**src/inc/sdf_pkg.sv**
```systemverilog
// Purpose: constants and carrier types for the sinc decimation filter
// Assumes: one clock mclk, synchronous active-high reset
// Notes:   control bits are plain ports; no register bus
// Contract
// offset code is a sign bit plus a 3-bit magnitude to the DAC
// one magnitude step is 16.7 percent unipolar, 8.3 percent bipolar
// zero offset code disconnects the DAC entirely
// clock select low means 1.024MHz, high means 2.4576MHz, high after reset
// standby stops everything except serial side and oscillator
// full power down stops the whole device including oscillator
// host waits for the clock then resets after full power down
// double-clock bit divides the master clock by two, 50 percent duty
// decimate the 1-bit stream by sinc1 or sinc3, sinc3 default
// sinc1 settles in one word period, sinc3 in three
// fast bit set selects sinc1, cleared selects sinc3
// clearing fast drops ready until three word periods have passed
// modulator-output bit set bypasses the filter to the serial output
// sinc3 equals three cascaded moving sums of length N, each over N
// N is modulator rate over word rate, one word per N bits
// word rate sits on the first notch; cutoff is 0.262 of it
// clock, prescale, rate and notch fields set N and the notch
// synchronised step settles in three periods, unsynchronised up to four
// ready rises on each new word latched and falls when it is read
package sdf_pkg;
  localparam int          SDF_SINC3_SETTLE = 3;   // word periods
  localparam int          SDF_SINC1_SETTLE = 1;   // word periods
  localparam int          SDF_DAC_MAG_W    = 3;
  localparam logic [2:0]  SDF_DAC_OFF      = 3'h0;
  // offset steps in tenths of a percent of range
  localparam logic [7:0]  SDF_STEP_UNI     = 8'hA7;  // 16.7 %
  localparam logic [7:0]  SDF_STEP_BIP     = 8'h53;  // 8.3 %
  localparam logic        SDF_CLK_SEL_RST  = 1'b1;
  // base decimation factors indexed by notch select, at slowest rate
  localparam logic [15:0] SDF_N_BASE_0     = 16'h0180; // clk=1 fs=0
  localparam logic [15:0] SDF_N_BASE_1     = 16'h0140; // clk=1 fs=1
  localparam logic [15:0] SDF_N_BASE_2     = 16'h0040;
  localparam logic [15:0] SDF_N_BASE_3     = 16'h0020;
  localparam logic [15:0] SDF_N_CLK0_0     = 16'h0190; // clk=0 fs=0
  localparam logic [15:0] SDF_N_CLK0_1     = 16'h0140;

  typedef struct packed {
    logic       clock_select;        // 1 = 2.4576MHz
    logic       prescale_half_enable;
    logic       modulator_rate_bit_hi;
    logic       modulator_rate_bit_lo;
    logic       notch_select_bit_hi;
    logic       notch_select_bit_lo;
    logic       fast_settle;
    logic       raw_modulator_output_enable;
  } sdf_setup_type;

  typedef struct packed {
    logic       connect;
    logic       sign;
    logic [2:0] magnitude;
    logic [7:0] step_permille;       // shift per step, tenths of a percent
  } sdf_dac_type;
endpackage : sdf_pkg

```
**src/rtl/sdf_prescale.sv**
```systemverilog
// Purpose: optional divide-by-two of the master clock as a tick
// Assumes: mclk stands for the oscillator; output is an enable tick
// Notes:   tick every edge when bypassed, every second when halving
`timescale 1ns/100ps
`default_nettype none
module sdf_prescale
  import sdf_pkg::*;
(
  input  wire logic mclk,
  input  wire logic reset,
  input  wire logic run,
  input  wire logic prescale_half_enable,
  output logic      tick
);
  logic phase_reg;

  // toggling phase gives an even 50 percent internal clock
  always_ff @(posedge mclk) begin
    if (reset || !run) begin
      phase_reg <= 1'b0;
    end else begin
      phase_reg <= ~phase_reg;
    end
  end

  assign tick = run && (!prescale_half_enable || phase_reg);
endmodule : sdf_prescale
`default_nettype wire

```
**src/rtl/sdf_moving_sum.sv**
```systemverilog
// Purpose: one sinc stage as integrator over the block plus dump
// Assumes: in_valid marks each input sample
// Notes:   comb is done by restarting the sum at each block boundary
`timescale 1ns/100ps
`default_nettype none
module sdf_moving_sum
  import sdf_pkg::*;
#(
  parameter int W = 40
)
(
  input  wire logic         mclk,
  input  wire logic         reset,
  input  wire logic         clear,
  input  wire logic         in_valid,
  input  wire logic [W-1:0] in_data,
  output logic [W-1:0]      acc
);
  // elaboration check: the stage sum needs room to grow
  if (W < 8) begin : g_bad_width
    $error("sdf_moving_sum: width too small");
  end

  // running sum of the stage input
  always_ff @(posedge mclk) begin
    if (reset || clear) begin
      acc <= '0;
    end else if (in_valid) begin
      acc <= acc + in_data;
    end
  end
endmodule : sdf_moving_sum
`default_nettype wire

```
**src/rtl/sdf_filter.sv**
```systemverilog
// Purpose: sinc1/sinc3 decimator, bypass, power and offset DAC control
// Assumes: all inputs synchronous to mclk; modulator bit valid per tick
// Notes:   sinc3 built as three cascaded integrate-and-dump stages of N
`timescale 1ns/100ps
`default_nettype none
module sdf_filter
  import sdf_pkg::*;
#(
  parameter int OUT_W = 24,
  parameter int ACC_W = 40
)
(
  input  wire logic             mclk,
  input  wire logic             reset,
  input  wire sdf_setup_type    setup,
  input  wire logic             standby_request,
  input  wire logic             full_power_down,
  input  wire logic             filter_sync_hold,
  input  wire logic             bipolar,
  input  wire logic             dac_sign,
  input  wire logic [2:0]       dac_magnitude,
  input  wire logic             modulator_bit,
  input  wire logic             result_read,
  output logic [OUT_W-1:0]      result_data,
  output logic                  result_ready_flag,
  output logic                  serial_data_out,
  output sdf_dac_type           dac_ctrl,
  output logic                  analog_enable,
  output logic                  oscillator_enable,
  output logic                  clock_select_out,
  output logic [15:0]           decimation_n
);
  // elaboration check: the word must fit inside the accumulators
  if (OUT_W > ACC_W || ACC_W < 32) begin : g_bad_width
    $error("sdf_filter: bad widths");
  end

  typedef enum logic [2:0] {
    ST_IDLE  = 3'b001,
    ST_FILL  = 3'b010,
    ST_VALID = 3'b100
  } sdf_state_type;

  ////////////////////////////////////////////////////////////////////////////
  // decimation factor from clock, rate and notch fields
  function automatic logic [15:0] calc_n(input sdf_setup_type s);
    logic [15:0] base;
    base = 16'h0000;
    case ({s.notch_select_bit_hi, s.notch_select_bit_lo})
      2'h0:    base = s.clock_select ? SDF_N_BASE_0 : SDF_N_CLK0_0;
      2'h1:    base = s.clock_select ? SDF_N_BASE_1 : SDF_N_CLK0_1;
      2'h2:    base = SDF_N_BASE_2;
      default: base = SDF_N_BASE_3;
    endcase
    // faster modulator rate keeps notch, so N doubles with each step of the rate code
    calc_n = base << {s.modulator_rate_bit_hi, s.modulator_rate_bit_lo};
  endfunction : calc_n

  logic [15:0]      n_cur;
  logic             run;
  logic             tick;
  logic             bit_valid;
  logic [15:0]      cnt_reg;
  logic             boundary;
  logic [ACC_W-1:0] s1;
  logic [ACC_W-1:0] s2;
  logic [ACC_W-1:0] s3;
  logic [ACC_W-1:0] hold1_reg;
  logic [ACC_W-1:0] hold2_reg;
  logic [1:0]       settle_reg;
  logic [1:0]       settle_need;
  logic             fast_reg;
  logic [15:0]      n_reg;
  logic             clk_sel_reg;
  sdf_state_type    state_reg;
  sdf_state_type    state_next;

  assign n_cur = calc_n(setup);
  assign decimation_n = n_reg;
  assign clock_select_out = clk_sel_reg;

  ////////////////////////////////////////////////////////////////////////////
  // clock select default high, follows setup afterwards
  always_ff @(posedge mclk) begin
    if (reset) begin
      clk_sel_reg <= SDF_CLK_SEL_RST;
    end else begin
      clk_sel_reg <= setup.clock_select;
    end
  end

  // power control outputs
  always_ff @(posedge mclk) begin
    if (reset) begin
      analog_enable     <= 1'b0;
      oscillator_enable <= 1'b1;
    end else begin
      analog_enable     <= !standby_request && !full_power_down;
      oscillator_enable <= !full_power_down;
    end
  end

  // filter runs only when out of reset, powered and not in standby; sync hold leaves run high but gates bit_valid and clears the sums
  assign run = !reset && !standby_request && !full_power_down;

  sdf_prescale u_pre (
    .mclk                 (mclk),
    .reset                (reset),
    .run                  (run),
    .prescale_half_enable (setup.prescale_half_enable),
    .tick                 (tick)
  );

  assign bit_valid = tick && !filter_sync_hold;

  ////////////////////////////////////////////////////////////////////////////
  // offset DAC: zero magnitude disconnects the DAC
  always_ff @(posedge mclk) begin
    if (reset) begin
      dac_ctrl <= '0;
    end else begin
      dac_ctrl.connect       <= (dac_magnitude != SDF_DAC_OFF);
      dac_ctrl.sign          <= dac_sign;
      dac_ctrl.magnitude     <= dac_magnitude;
      dac_ctrl.step_permille <= bipolar ? SDF_STEP_BIP
                                        : SDF_STEP_UNI;
    end
  end

  ////////////////////////////////////////////////////////////////////////////
  // sample counter over one word period of N bits
  always_ff @(posedge mclk) begin
    if (reset || filter_sync_hold || n_cur != n_reg) begin
      cnt_reg <= 16'h0000;
    end else if (bit_valid) begin
      cnt_reg <= boundary ? 16'h0000 : cnt_reg + 16'h0001;
    end
  end

  assign boundary = bit_valid && (cnt_reg == n_reg - 16'h0001);

  always_ff @(posedge mclk) begin
    if (reset) begin
      n_reg <= SDF_N_BASE_0;
    end else begin
      n_reg <= n_cur;
    end
  end

  ////////////////////////////////////////////////////////////////////////////
  // three cascaded block sums; each stage passes its dump to the next
  logic [ACC_W-1:0] in1;
  assign in1 = {{(ACC_W-1){1'b0}}, modulator_bit};

  sdf_moving_sum #(.W(ACC_W)) u_s1 (
    .mclk     (mclk),
    .reset    (reset),
    .clear    (boundary || filter_sync_hold),
    .in_valid (bit_valid),
    .in_data  (in1),
    .acc      (s1)
  );

  // each stage output re-enters the next for N bits: a moving sum of N
  always_ff @(posedge mclk) begin
    if (reset || filter_sync_hold) begin
      hold1_reg <= '0;
      hold2_reg <= '0;
    end else if (boundary) begin
      hold1_reg <= s1 + in1;
      hold2_reg <= s2 + hold1_reg;
    end
  end

  sdf_moving_sum #(.W(ACC_W)) u_s2 (
    .mclk     (mclk),
    .reset    (reset),
    .clear    (boundary || filter_sync_hold),
    .in_valid (bit_valid),
    .in_data  (hold1_reg),
    .acc      (s2)
  );

  sdf_moving_sum #(.W(ACC_W)) u_s3 (
    .mclk     (mclk),
    .reset    (reset),
    .clear    (boundary || filter_sync_hold),
    .in_valid (bit_valid),
    .in_data  (hold2_reg),
    .acc      (s3)
  );

  ////////////////////////////////////////////////////////////////////////////
  // settling: word periods until the first valid word after sync, hold or sinc1 -> sinc3
  assign settle_need = setup.fast_settle ? 2'(SDF_SINC1_SETTLE)
                                         : 2'(SDF_SINC3_SETTLE);

  always_ff @(posedge mclk) begin
    if (reset) begin
      fast_reg <= 1'b0;
    end else begin
      fast_reg <= setup.fast_settle;
    end
  end

  always_ff @(posedge mclk) begin
    if (reset || filter_sync_hold || n_cur != n_reg
        || (fast_reg && !setup.fast_settle)) begin
      settle_reg <= 2'h0;
    end else if (boundary && settle_reg < settle_need) begin
      settle_reg <= settle_reg + 2'h1;
    end
  end

  // state: idle while stopped, fill while settling, valid afterwards
  always_comb begin
    state_next = state_reg;
    case (state_reg)
      ST_IDLE:  if (run) state_next = ST_FILL;
      ST_FILL:  begin
        if (!run) state_next = ST_IDLE;
        else if (boundary && settle_reg + 2'h1 >= settle_need)
          state_next = ST_VALID;
      end
      ST_VALID: begin
        if (!run) state_next = ST_IDLE;
        else if (filter_sync_hold || n_cur != n_reg
                 || (fast_reg && !setup.fast_settle))
          state_next = ST_FILL;
      end
      default:  state_next = ST_IDLE;
    endcase
  end

  always_ff @(posedge mclk) begin
    if (reset) begin
      state_reg <= ST_IDLE;
    end else begin
      state_reg <= state_next;
    end
  end

  ////////////////////////////////////////////////////////////////////////////
  // output word latch; sinc1 uses the first stage, sinc3 the third
  logic [ACC_W-1:0] word_raw;
  assign word_raw = setup.fast_settle ? (s1 + in1)
                                      : (s3 + hold2_reg);

  always_ff @(posedge mclk) begin
    if (reset) begin
      result_data <= '0;
    end else if (boundary && state_next == ST_VALID) begin
      result_data <= word_raw[OUT_W-1:0];
    end
  end

  // ready: set on a new word, cleared by read or loss of valid data
  always_ff @(posedge mclk) begin
    if (reset) begin
      result_ready_flag <= 1'b0;
    end else if (boundary && state_next == ST_VALID) begin
      result_ready_flag <= 1'b1;
    end else if (result_read || state_next != ST_VALID) begin
      result_ready_flag <= 1'b0;
    end
  end

  // serial data: raw modulator bit in bypass, else msb of result
  always_ff @(posedge mclk) begin
    if (reset) begin
      serial_data_out <= 1'b0;
    end else if (setup.raw_modulator_output_enable) begin
      serial_data_out <= modulator_bit;
    end else begin
      serial_data_out <= result_data[OUT_W-1];
    end
  end
endmodule : sdf_filter
`default_nettype wire

```
**config.mk**
```make
export PLATFORM = sky130hd
export DESIGN_NAME = sdf_filter
export DESIGN_NICKNAME = d
export VERILOG_FILES = /design/src/inc/sdf_pkg.sv /design/src/rtl/sdf_prescale.sv /design/src/rtl/sdf_moving_sum.sv /design/src/rtl/sdf_filter.sv
export SDC_FILE = /design/constraint.sdc
export NUM_CORES = 1
export LEC_CHECK = 0
export ABC_AREA = 1
export BUFFER_PORTS_ARGS = -buffer_cell sky130_fd_sc_hd__buf_4
export CAP_MARGIN = 5
export CORE_AREA = 2 2 215 133
export CTS_CLUSTER_SIZE = 20
export DETAILED_ROUTE_END_ITERATION = 8
export DIE_AREA = 0 0 217 135
export PLACE_DENSITY = 0.66
export SKIP_CTS_REPAIR_TIMING = 1
export SYNTH_ARGS = -nofsm -noshare
export SYNTH_HDL_FRONTEND = slang
export SYNTH_SLANG_ARGS = --single-unit
```
**constraint.sdc**
```tcl
create_clock -name mclk -period 2.2 [get_ports mclk]
set_input_delay 0.55 -clock mclk [delete_from_list [all_inputs] [get_ports mclk]]
set_output_delay 0.55 -clock mclk [all_outputs]
set_load 0.1 [all_outputs]
```
==> summary.md, run 1 <==
| Metric | Value |
|---|---|
| Total number of vias | `11,328` |
| Vias in the first global route | `10,082` |
| Share of the synthesized area in the top cell type | `0.3500` |
| Die outline height | `135 um` |
| Estimated wirelength of the detail-placed design | `26,870 um` |
| Floorplan row count | `between 40 and 50` |
| Clock transition time at the flip-flop clock pins of the worst setup and hold paths | `0.07 ns` |
| H-tree depth | `4` |
| Hold path startpoint | `bipolar` |
| Total iterations of the first detailed-routing run | `6` |
| Highest achievable clock rate | `434.2 MHz` |
| I/O Pins | `78` |
| Post-synth cell types | `50` |
| RSZ-0062 raised after global routing | `yes` |
| Number of clock sinks seen by CTS | `188` |
| Violated checks | `negative setup slack` |
| Global-route congestion overflow total | `0` |
| Antenna violations before repair | `0` |
| Number of maximum-capacitance constraint violations | `0` |
| Classification of the worst-slack hold path | `primary input to flip-flop` |
| Wire length per cell after detailed routing | `about 18 um` |
| Count of antenna diodes in the layout | `0` |
| Top post-synthesis cells by area | `sky130_fd_sc_hd__dfxtp_1 35%, sky130_fd_sc_hd__nand2_1 12%, sky130_fd_sc_hd__a21oi_1 6.4%, sky130_fd_sc_hd__ha_1 6.3%, sky130_fd_sc_hd__nor2_1 5.7%` |
| Crit path time final | `2.303 ns` |
| Most common cell after layout, fill and taps aside | `sky130_fd_sc_hd__nand2_1` |
| Inst Count DP | `2,072` |
| Starting density of the core | `0.3958` |
| Transition time at the pin with the least slew margin | `about 0.5 ns` |
| Final cycle utilization of the critical path | `1.047` |
| Outcome | `complete, but fails checks` |
| DIE AREA | `just under 0.03 sq mm` |
| Layout cell share with drive strength beyond 1 | `0.3245` |
| Core area | `0.02717 sq mm` |
| Clock tree buffer depth | `2` |
| Required time at the worst-slack endpoint | `roughly 2.5 ns` |
| Fraction of the core area covered by cells at the end of the flow | `0.5501` |
| Detailed router's first-iteration violation count | `1,217` |
| Die Wd | `217 um` |
| Kind of end point of the critical path | `flip-flop` |
| Final hold violation count | `0` |
| CTS tree | `yes` |
| Count of final setup violators | `82` |
| Via density | `5.296` |
| Post-synthesis cell area | `0.01075 sq mm` |
| Flip-flop and latch count after synthesis | `188` |
| EDFF count, synth | `0` |
| Area added between synthesis and finish | `38.98%` |
| Root buf cell | `sky130_fd_sc_hd__clkbuf_16` |
| GRT Resource Usage Total | `0.2404` |
| Total DRC errors in the routed layout | `0` |
| Highest-count cells in the layout ignoring fill and taps | `317 x sky130_fd_sc_hd__nand2_1, 235 x sky130_fd_sc_hd__buf_4, 167 x sky130_fd_sc_hd__dfxtp_1` |
| FF-to-FF path depth | `14` |
| Count of warnings emitted by yosys | `0` |
| First-pass GRT wire length | `54,460 um` |
| Maximum number of pins on one net before global-route repair | `36` |
| Category of the most critical setup path | `flip-flop to flip-flop` |
| Drt total wl | `37,910 um` |
| Relative max-transition margin | `0.6635` |
| Number of standard cells in the layout, taps in and fillers out | `2,139` |
| Gate Count Post-Synth | `1,529` |
| Reg-to-reg critical path startpoint | `hold2_reg[0]` |
| Number of nets still failing antenna checks after routing | `0` |
| Average footprint of a synthesized cell | `roughly 7 sq um` |
| Origin of the worst setup path | `hold2_reg[0]` |
| Most used DFF post-synth | `sky130_fd_sc_hd__dfxtp_1` |
| Library cell occupying the most area in the post-synthesis netlist | `sky130_fd_sc_hd__dfxtp_1` |
| FFs w/ async S/R, synth | `0` |
| Total leakage power | `6.472 nW` |
| Fin worst setup slack | `-0.1029 ns` |
| Kind of start point of the critical path | `flip-flop` |
| PD cells | `500.9 mW/mm^2` |
| Worst supply voltage drop on vdd | `0.0004597 V` |
| Total number of nets in the final design | `roughly 1,800` |
| Final estimated routing congestion in global placement | `just over 1` |
| Worst endpoint data arrival time | `2.64 ns` |
| Crit-path max FO | `3` |
| Clock buffers created by TritonCTS | `17` |
| Worst setup skew after layout | `about 0.0080 ns` |
| Pins over their slew limit | `0` |
| Clock latency on the worst-skew pair | `0.46 ns` |
| Instance count along the most critical hold path | `2` |
| Port-buffer cells | `approximately 70` |
| Part of the Yosys area used for sequential elements | `0.3500` |
[worst paths after layout]
kind / endpoint / slack, ns
setup reg to reg: result_data[8] / -0.10
hold reg to reg: u_pre.phase_reg / 0.43
hold / removal: dac_ctrl[5] / 0.25
setup / recovery: result_data[8] / -0.10
[area by class of cell]
class	count	area, sq um
fill	2513	12220
timing repair buffer	267	2381
clock inverter	12	123.9
sequential	188	3807
inverter	141	575.6
tap	367	459.2
clock buffer	20	478.0
multi-input combinational	1144	7119
[per-stage QoR]
step           worst slack [ns]  hold slack (ns)  TNS [ns]  power (mW)  cell area [sq um]
2_1_floorplan         0.0003069           0.3925         0       4.019              10830
3_3_place_gp            -0.2863           0.3980    -28.63       4.199              12730
3_5_place_dp            -0.4047           0.4275    -30.67       4.205              12730
4_1_cts                 -0.3065           0.2335    -4.927       7.387              13340
5_1_grt                 -0.1586           0.2311    -9.213       7.705              14940
6_report                -0.1029           0.2478    -2.358       7.486              14940
[routing by layer]
| metal | GRT usage | wire length (um) | vias up |
|---|---|---|---|
| li1 | - | - | 5488 |
| met1 | 0.3839 | 19170 | 5358 |
| met2 | 0.3124 | 14650 | 451 |
| met3 | 0.06194 | 3660 | 31 |
| met4 | 0.04985 | 432 | 0 |
| met5 | 0 | 0 | - |
[synth_stat cells, types with 5 or more instances]
cell and number:
sky130_fd_sc_hd__nand2_1 356, sky130_fd_sc_hd__dfxtp_1 188, sky130_fd_sc_hd__nor2_1 164, sky130_fd_sc_hd__a21oi_1 138, sky130_fd_sc_hd__inv_1 132, sky130_fd_sc_hd__nand3_1 115
sky130_fd_sc_hd__o21ai_0 98, sky130_fd_sc_hd__ha_1 54, sky130_fd_sc_hd__xor2_1 44, sky130_fd_sc_hd__nand4_1 23, sky130_fd_sc_hd__clkbuf_1 22, sky130_fd_sc_hd__a22o_1 21
sky130_fd_sc_hd__xnor2_1 21, sky130_fd_sc_hd__nor3_1 18, sky130_fd_sc_hd__buf_4 16, sky130_fd_sc_hd__buf_2 15, sky130_fd_sc_hd__buf_6 9, sky130_fd_sc_hd__or2_2 8
sky130_fd_sc_hd__inv_2 7, sky130_fd_sc_hd__nand3b_1 7, sky130_fd_sc_hd__nor2_2 7, sky130_fd_sc_hd__nor3b_1 6, sky130_fd_sc_hd__a31oi_1 5, sky130_fd_sc_hd__nor4_1 5
[critical path, cell delays in order, from the launching register on]
cell,delay [ns]
sky130_fd_sc_hd__dfxtp_2,0.36
sky130_fd_sc_hd__ha_4,0.15
sky130_fd_sc_hd__inv_2,0.04
sky130_fd_sc_hd__fa_2,0.42
sky130_fd_sc_hd__inv_2,0.09
sky130_fd_sc_hd__nand3_2,0.06
sky130_fd_sc_hd__nand2_2,0.09
sky130_fd_sc_hd__nand2_2,0.08
sky130_fd_sc_hd__o21ai_2,0.14
sky130_fd_sc_hd__buf_6,0.13
sky130_fd_sc_hd__xnor2_1,0.15
sky130_fd_sc_hd__o21ai_1,0.11
sky130_fd_sc_hd__buf_4,0.16
sky130_fd_sc_hd__nand3_1,0.10
sky130_fd_sc_hd__a21oi_1,0.07
[where the power goes]
part / leakage (nW) / internal (mW) / switching, mW / total [mW]
sequential: 1.53 / 3.42 / 0.0310 / 3.45
combinational: 4.64 / 0.254 / 0.559 / 0.813
clock: 0.301 / 1.72 / 1.50 / 3.22
total: 6.47 / 5.40 / 2.09 / 7.49
[logic make-up (layout without fill, tap and decap cells)]
group,after synthesis,in the layout,synth area share
AOI/OAI and AO/OA,284,284,0.1451
xor gates and xnor gates,65,65,0.05294
adders and majority gates,56,56,0.06656
buffers and inverters,206,440,0.08704
DFF,188,188,0.3500
other,1,9,0.0003487
and+or+nand+nor,729,730,0.2980
(Power assumes the default switching activity.)
==> inputs of run 2 (changes only) <==
ABC_AREA = unset   (was 1)
CORE_AREA = 2 2 208 128   (was 2 2 215 133)
DIE_AREA = 0 0 210 130   (was 0 0 217 135)
PLACE_DENSITY = 0.67   (was 0.66)
==> run 2 against run 1 <==
  * The flow still finishes with violations (negative setup slack)
  * Cell count fell by 14%
  * Hold slack improved by 0.019 ns
  * Wire length is 12% lower
  * Worst setup slack worse by 0.52 ns
  * Clock power about the same
  * Power fell by 0.16%
  * Final area down 2.4%
  * Via count decreased by 12%
  * Flip-flop and latch count unchanged
  * Combinational power is 3.4% higher
  * Register-to-register slack lost 0.52 ns
==> summary.md, run 2 <==
| Metric | Value |
|---|---|
| Count of antenna diodes in the layout | `0 (unchanged)` |
| Number of standard cells in the layout, taps in and fillers out | `1,847 (-14%)` |
| RSZ-0062 raised after global routing | `yes` |
| Number of maximum-capacitance constraint violations | `0 (unchanged)` |
| Reg-to-reg critical path startpoint | `decimation_n[5]` |
| Pins over their slew limit | `0 (unchanged)` |
| Worst hold path endpoint | `dac_ctrl[5]` |
| PD cells | `512.5 mW/mm^2 (+2.3%)` |
| Maximum number of pins on one net before global-route repair | `42 (+17%)` |
| Transition time at the pin with the least slew margin | `0.9786 ns (+0.4756 ns)` |
| Die Wd | `210 um (-3.2%)` |
| Number of clock sinks seen by CTS | `188 (unchanged)` |
| H-tree depth | `4 (unchanged)` |
| FF-to-FF path depth | `13 (-1)` |
| Total DRC errors in the routed layout | `0 (unchanged)` |
| Clock latency on the worst-skew pair | `0.44 ns (-0.02 ns)` |
| CTS tree | `yes` |
| Drt total wl | `33,390 um (-12%)` |
| EDFF count, synth | `0 (unchanged)` |
| Floorplan row count | `46 (-2.1%)` |
| First-pass GRT wire length | `45,800 um (-16%)` |
| Leading post-synthesis cells by instance count | `188 x sky130_fd_sc_hd__dfxtp_1, 180 x sky130_fd_sc_hd__nand2_1, 137 x sky130_fd_sc_hd__nor2_1` |
| Fin worst setup slack | `-0.6215 ns (-0.5185 ns)` |
| Outcome | `complete, but fails checks` |
| Global-route congestion overflow total | `0 (unchanged)` |
| Kind of end point of the critical path | `flip-flop` |
| Worst flop-to-flop path endpoint | `result_data[14]` |
| Starting density of the core | `0.3893 (-0.006520)` |
| Required time at the worst-slack endpoint | `2.50 ns (-0.03 ns)` |
| Total number of vias | `9,958 (-12%)` |
| Part of the Yosys area used for sequential elements | `0.3758 (+0.02580)` |
| Layout cell share with drive strength beyond 1 | `0.3640 (+0.03951)` |
| DIE AREA | `0.02730 sq mm (-6.8%)` |
| Average footprint of a synthesized cell | `8.155 sq um (+16%)` |
| Hold path startpoint | `bipolar` |
| Area added between synthesis and finish | `45.61%` |
| Kind of start point of the critical path | `flip-flop` |
| Port-buffer cells | `68 (unchanged)` |
| Most common cell after layout, fill and taps aside | `sky130_fd_sc_hd__buf_4` |
| Flip-flop and latch count after synthesis | `188 (unchanged)` |
| Gate Count Post-Synth | `1,228 (-20%)` |
| Highest achievable clock rate | `354.4 MHz (-18%)` |
| GRT Resource Usage Total | `0.2139 (-0.02644)` |
| Violated checks | `negative setup slack` |
| Detailed router's first-iteration violation count | `1,084 (-11%)` |
| Post-synth cell types | `73 (+46%)` |
| Vias in the first global route | `8,565 (-15%)` |
| Core area | `0.02573 sq mm (-5.3%)` |
| Worst setup skew after layout | `0.01152 ns (+0.003524 ns)` |
| Total leakage power | `6.148 nW (-5.0%)` |
| Worst supply voltage drop on vdd | `0.0005156 V (+12%)` |
| Count of final setup violators | `165 (+100%)` |
| Count of warnings emitted by yosys | `0 (unchanged)` |
| Root buf cell | `sky130_fd_sc_hd__clkbuf_16` |
| Top-count cell post-synth | `sky130_fd_sc_hd__dfxtp_1` |
| Estimated wirelength of the detail-placed design | `21,630 um (-20%)` |
| Share of the synthesized area in the top cell type | `0.3758 (+0.02580)` |
| Clock buffers created by TritonCTS | `17 (unchanged)` |
| Slack of the worst reg-to-reg path | `-0.62 ns (-0.52 ns)` |
| Classification of the worst-slack hold path | `primary input to flip-flop` |
| Relative max-transition margin | `0.3452 (-0.3183)` |
| Hold slack | `0.2668 ns (+0.01895 ns)` |
| Crit-path max FO | `8 (+5)` |
| Most used DFF post-synth | `sky130_fd_sc_hd__dfxtp_1` |
| Number of nets still failing antenna checks after routing | `0 (unchanged)` |
| Via density | `5.391 (+1.8%)` |
| Library cell occupying the most area in the post-synthesis netlist | `sky130_fd_sc_hd__dfxtp_1` |
| Post-synthesis cell area | `0.01001 sq mm (-6.9%)` |
| FFs w/ async S/R, synth | `0 (unchanged)` |
| Total iterations of the first detailed-routing run | `7 (+1)` |
| Total number of nets in the final design | `1,575 (-14%)` |
| Crit path time final | `2.821 ns (+0.5185 ns)` |
| Die outline height | `130 um (-3.7%)` |
| Sum of negative setup slack | `-64.65 ns (-62.29 ns)` |
| Final cycle utilization of the critical path | `1.282 (+0.2357)` |
| Category of the most critical setup path | `flip-flop to flip-flop` |
| I/O Pins | `78 (unchanged)` |
| Final estimated routing congestion in global placement | `0.9123 (-9.8%)` |
| Wire length per cell after detailed routing | `18.08 um (+2.0%)` |
| Clock transition time at the flip-flop clock pins of the worst setup and hold paths | `0.07 ns (about the same)` |
| Top post-synthesis cells by area | `sky130_fd_sc_hd__dfxtp_1 38%, sky130_fd_sc_hd__ha_1 6.7%, sky130_fd_sc_hd__nand2_1 6.7%, sky130_fd_sc_hd__xnor2_1 5.2%, sky130_fd_sc_hd__nor2_1 5.1%` |
| Clock tree buffer depth | `2 (unchanged)` |
| Antenna violations before repair | `0 (unchanged)` |
| Worst endpoint data arrival time | `3.12 ns (+0.48 ns)` |
| Dpl ws | `-0.7868 ns (-0.3821 ns)` |
| Final hold violation count | `0 (unchanged)` |
| Instance count along the most critical hold path | `2 (unchanged)` |
| Inst Count DP | `1,773 (-14%)` |
| Highest-count cells in the layout ignoring fill and taps | `266 x sky130_fd_sc_hd__buf_4, 171 x sky130_fd_sc_hd__dfxtp_1, 143 x sky130_fd_sc_hd__nand2_1` |
[run 2: cell types whose count changed in the layout (fill, tap and decap cells not counted), moves of 31 or more]
cell / previous run / this run
sky130_fd_sc_hd__nor2_1: 143 / 107
sky130_fd_sc_hd__inv_1: 126 / 19
sky130_fd_sc_hd__nand3_1: 97 / 27
sky130_fd_sc_hd__buf_4: 235 / 266
sky130_fd_sc_hd__xnor2_1: 16 / 56
sky130_fd_sc_hd__nand2_1: 317 / 143
[run 2: stage by stage]
step                      area (sq um)    util  power [mW]
final                            14580  0.5668       7.474
after global routing             14580  0.5668       7.706
after CTS                        12990  0.5051       7.363
after detailed placement         12390  0.4817       4.205
after global placement           12390  0.4817       4.200
after floorplan                  10250       -       3.989
[run 2: worst max path at each step]
stage / startpoint / to / slack [ns] / cells past startpoint
final: decimation_n[5] / result_data[14] / -0.62 / 13
after global routing: decimation_n[5] / result_data[16] / -0.74 / 13
after CTS: hold1_reg[3] / u_s2.acc[23] / -0.63 / 10
after detailed placement: setup[2] / result_data[3] / -0.79 / 13
after global placement: setup[2] / result_data[4] / -0.72 / 13
after floorplan: setup[2] / result_data[19] / -0.48 / 13
[run 2: power by group]
group / switching (mW) / internal, mW / leakage, nW
clock: 1.34 / 1.85 / 0.291
combinational: 0.565 / 0.276 / 4.33
sequential: 0.0209 / 3.42 / 1.53
total: 1.93 / 5.55 / 6.15
[run 2: layer usage]
| metal | routed length [um] | up-vias | part of all wire | GRT usage |
|---|---|---|---|---|
| li1 | - | 4779 | - | - |
| met1 | 16210 | 4746 | 0.49 | 0.3256 |
| met2 | 13570 | 394 | 0.41 | 0.3068 |
| met3 | 3280 | 39 | 0.098 | 0.05030 |
| met4 | 329 | 0 | 0.0099 | 0.03671 |
| met5 | 0 | - | 0 | 0 |
[run 2: cell type report]
type                            count  area, sq um
Fill cell                        2166        11140
Clock inverter                     11        142.6
Sequential cell                   188         3792
Tap cell                          336        420.4
Timing Repair Buffer              305         2734
Clock buffer                       20        457.9
Inverter                           29        131.4
Multi-Input combinational cell    958         6904
[run 2: kinds of logic after synthesis]
logic type / synth area share
DFF: 0.3758
muxes: 0.01399
and+or+nand+nor: 0.2193
buffers and inverters: 0.04173
other: 0.0003745
adders and majority gates: 0.07146
AOI/OAI and AO/OA: 0.1759
xor gates and xnor gates: 0.1014
[run 2: critical path: stages (launching register included)]
cell and delay, ns:
sky130_fd_sc_hd__dfxtp_4 0.36, sky130_fd_sc_hd__inv_4 0.06, sky130_fd_sc_hd__ha_4 0.13, sky130_fd_sc_hd__nor3b_4 0.22, sky130_fd_sc_hd__buf_4 0.15, sky130_fd_sc_hd__o211ai_1 0.09, sky130_fd_sc_hd__a2111oi_2 0.42, sky130_fd_sc_hd__nor3b_4 0.28
sky130_fd_sc_hd__nand4_1 0.15, sky130_fd_sc_hd__buf_6 0.17, sky130_fd_sc_hd__or3_4 0.39, sky130_fd_sc_hd__buf_8 0.15, sky130_fd_sc_hd__nand2_1 0.07, sky130_fd_sc_hd__a21oi_1 0.06
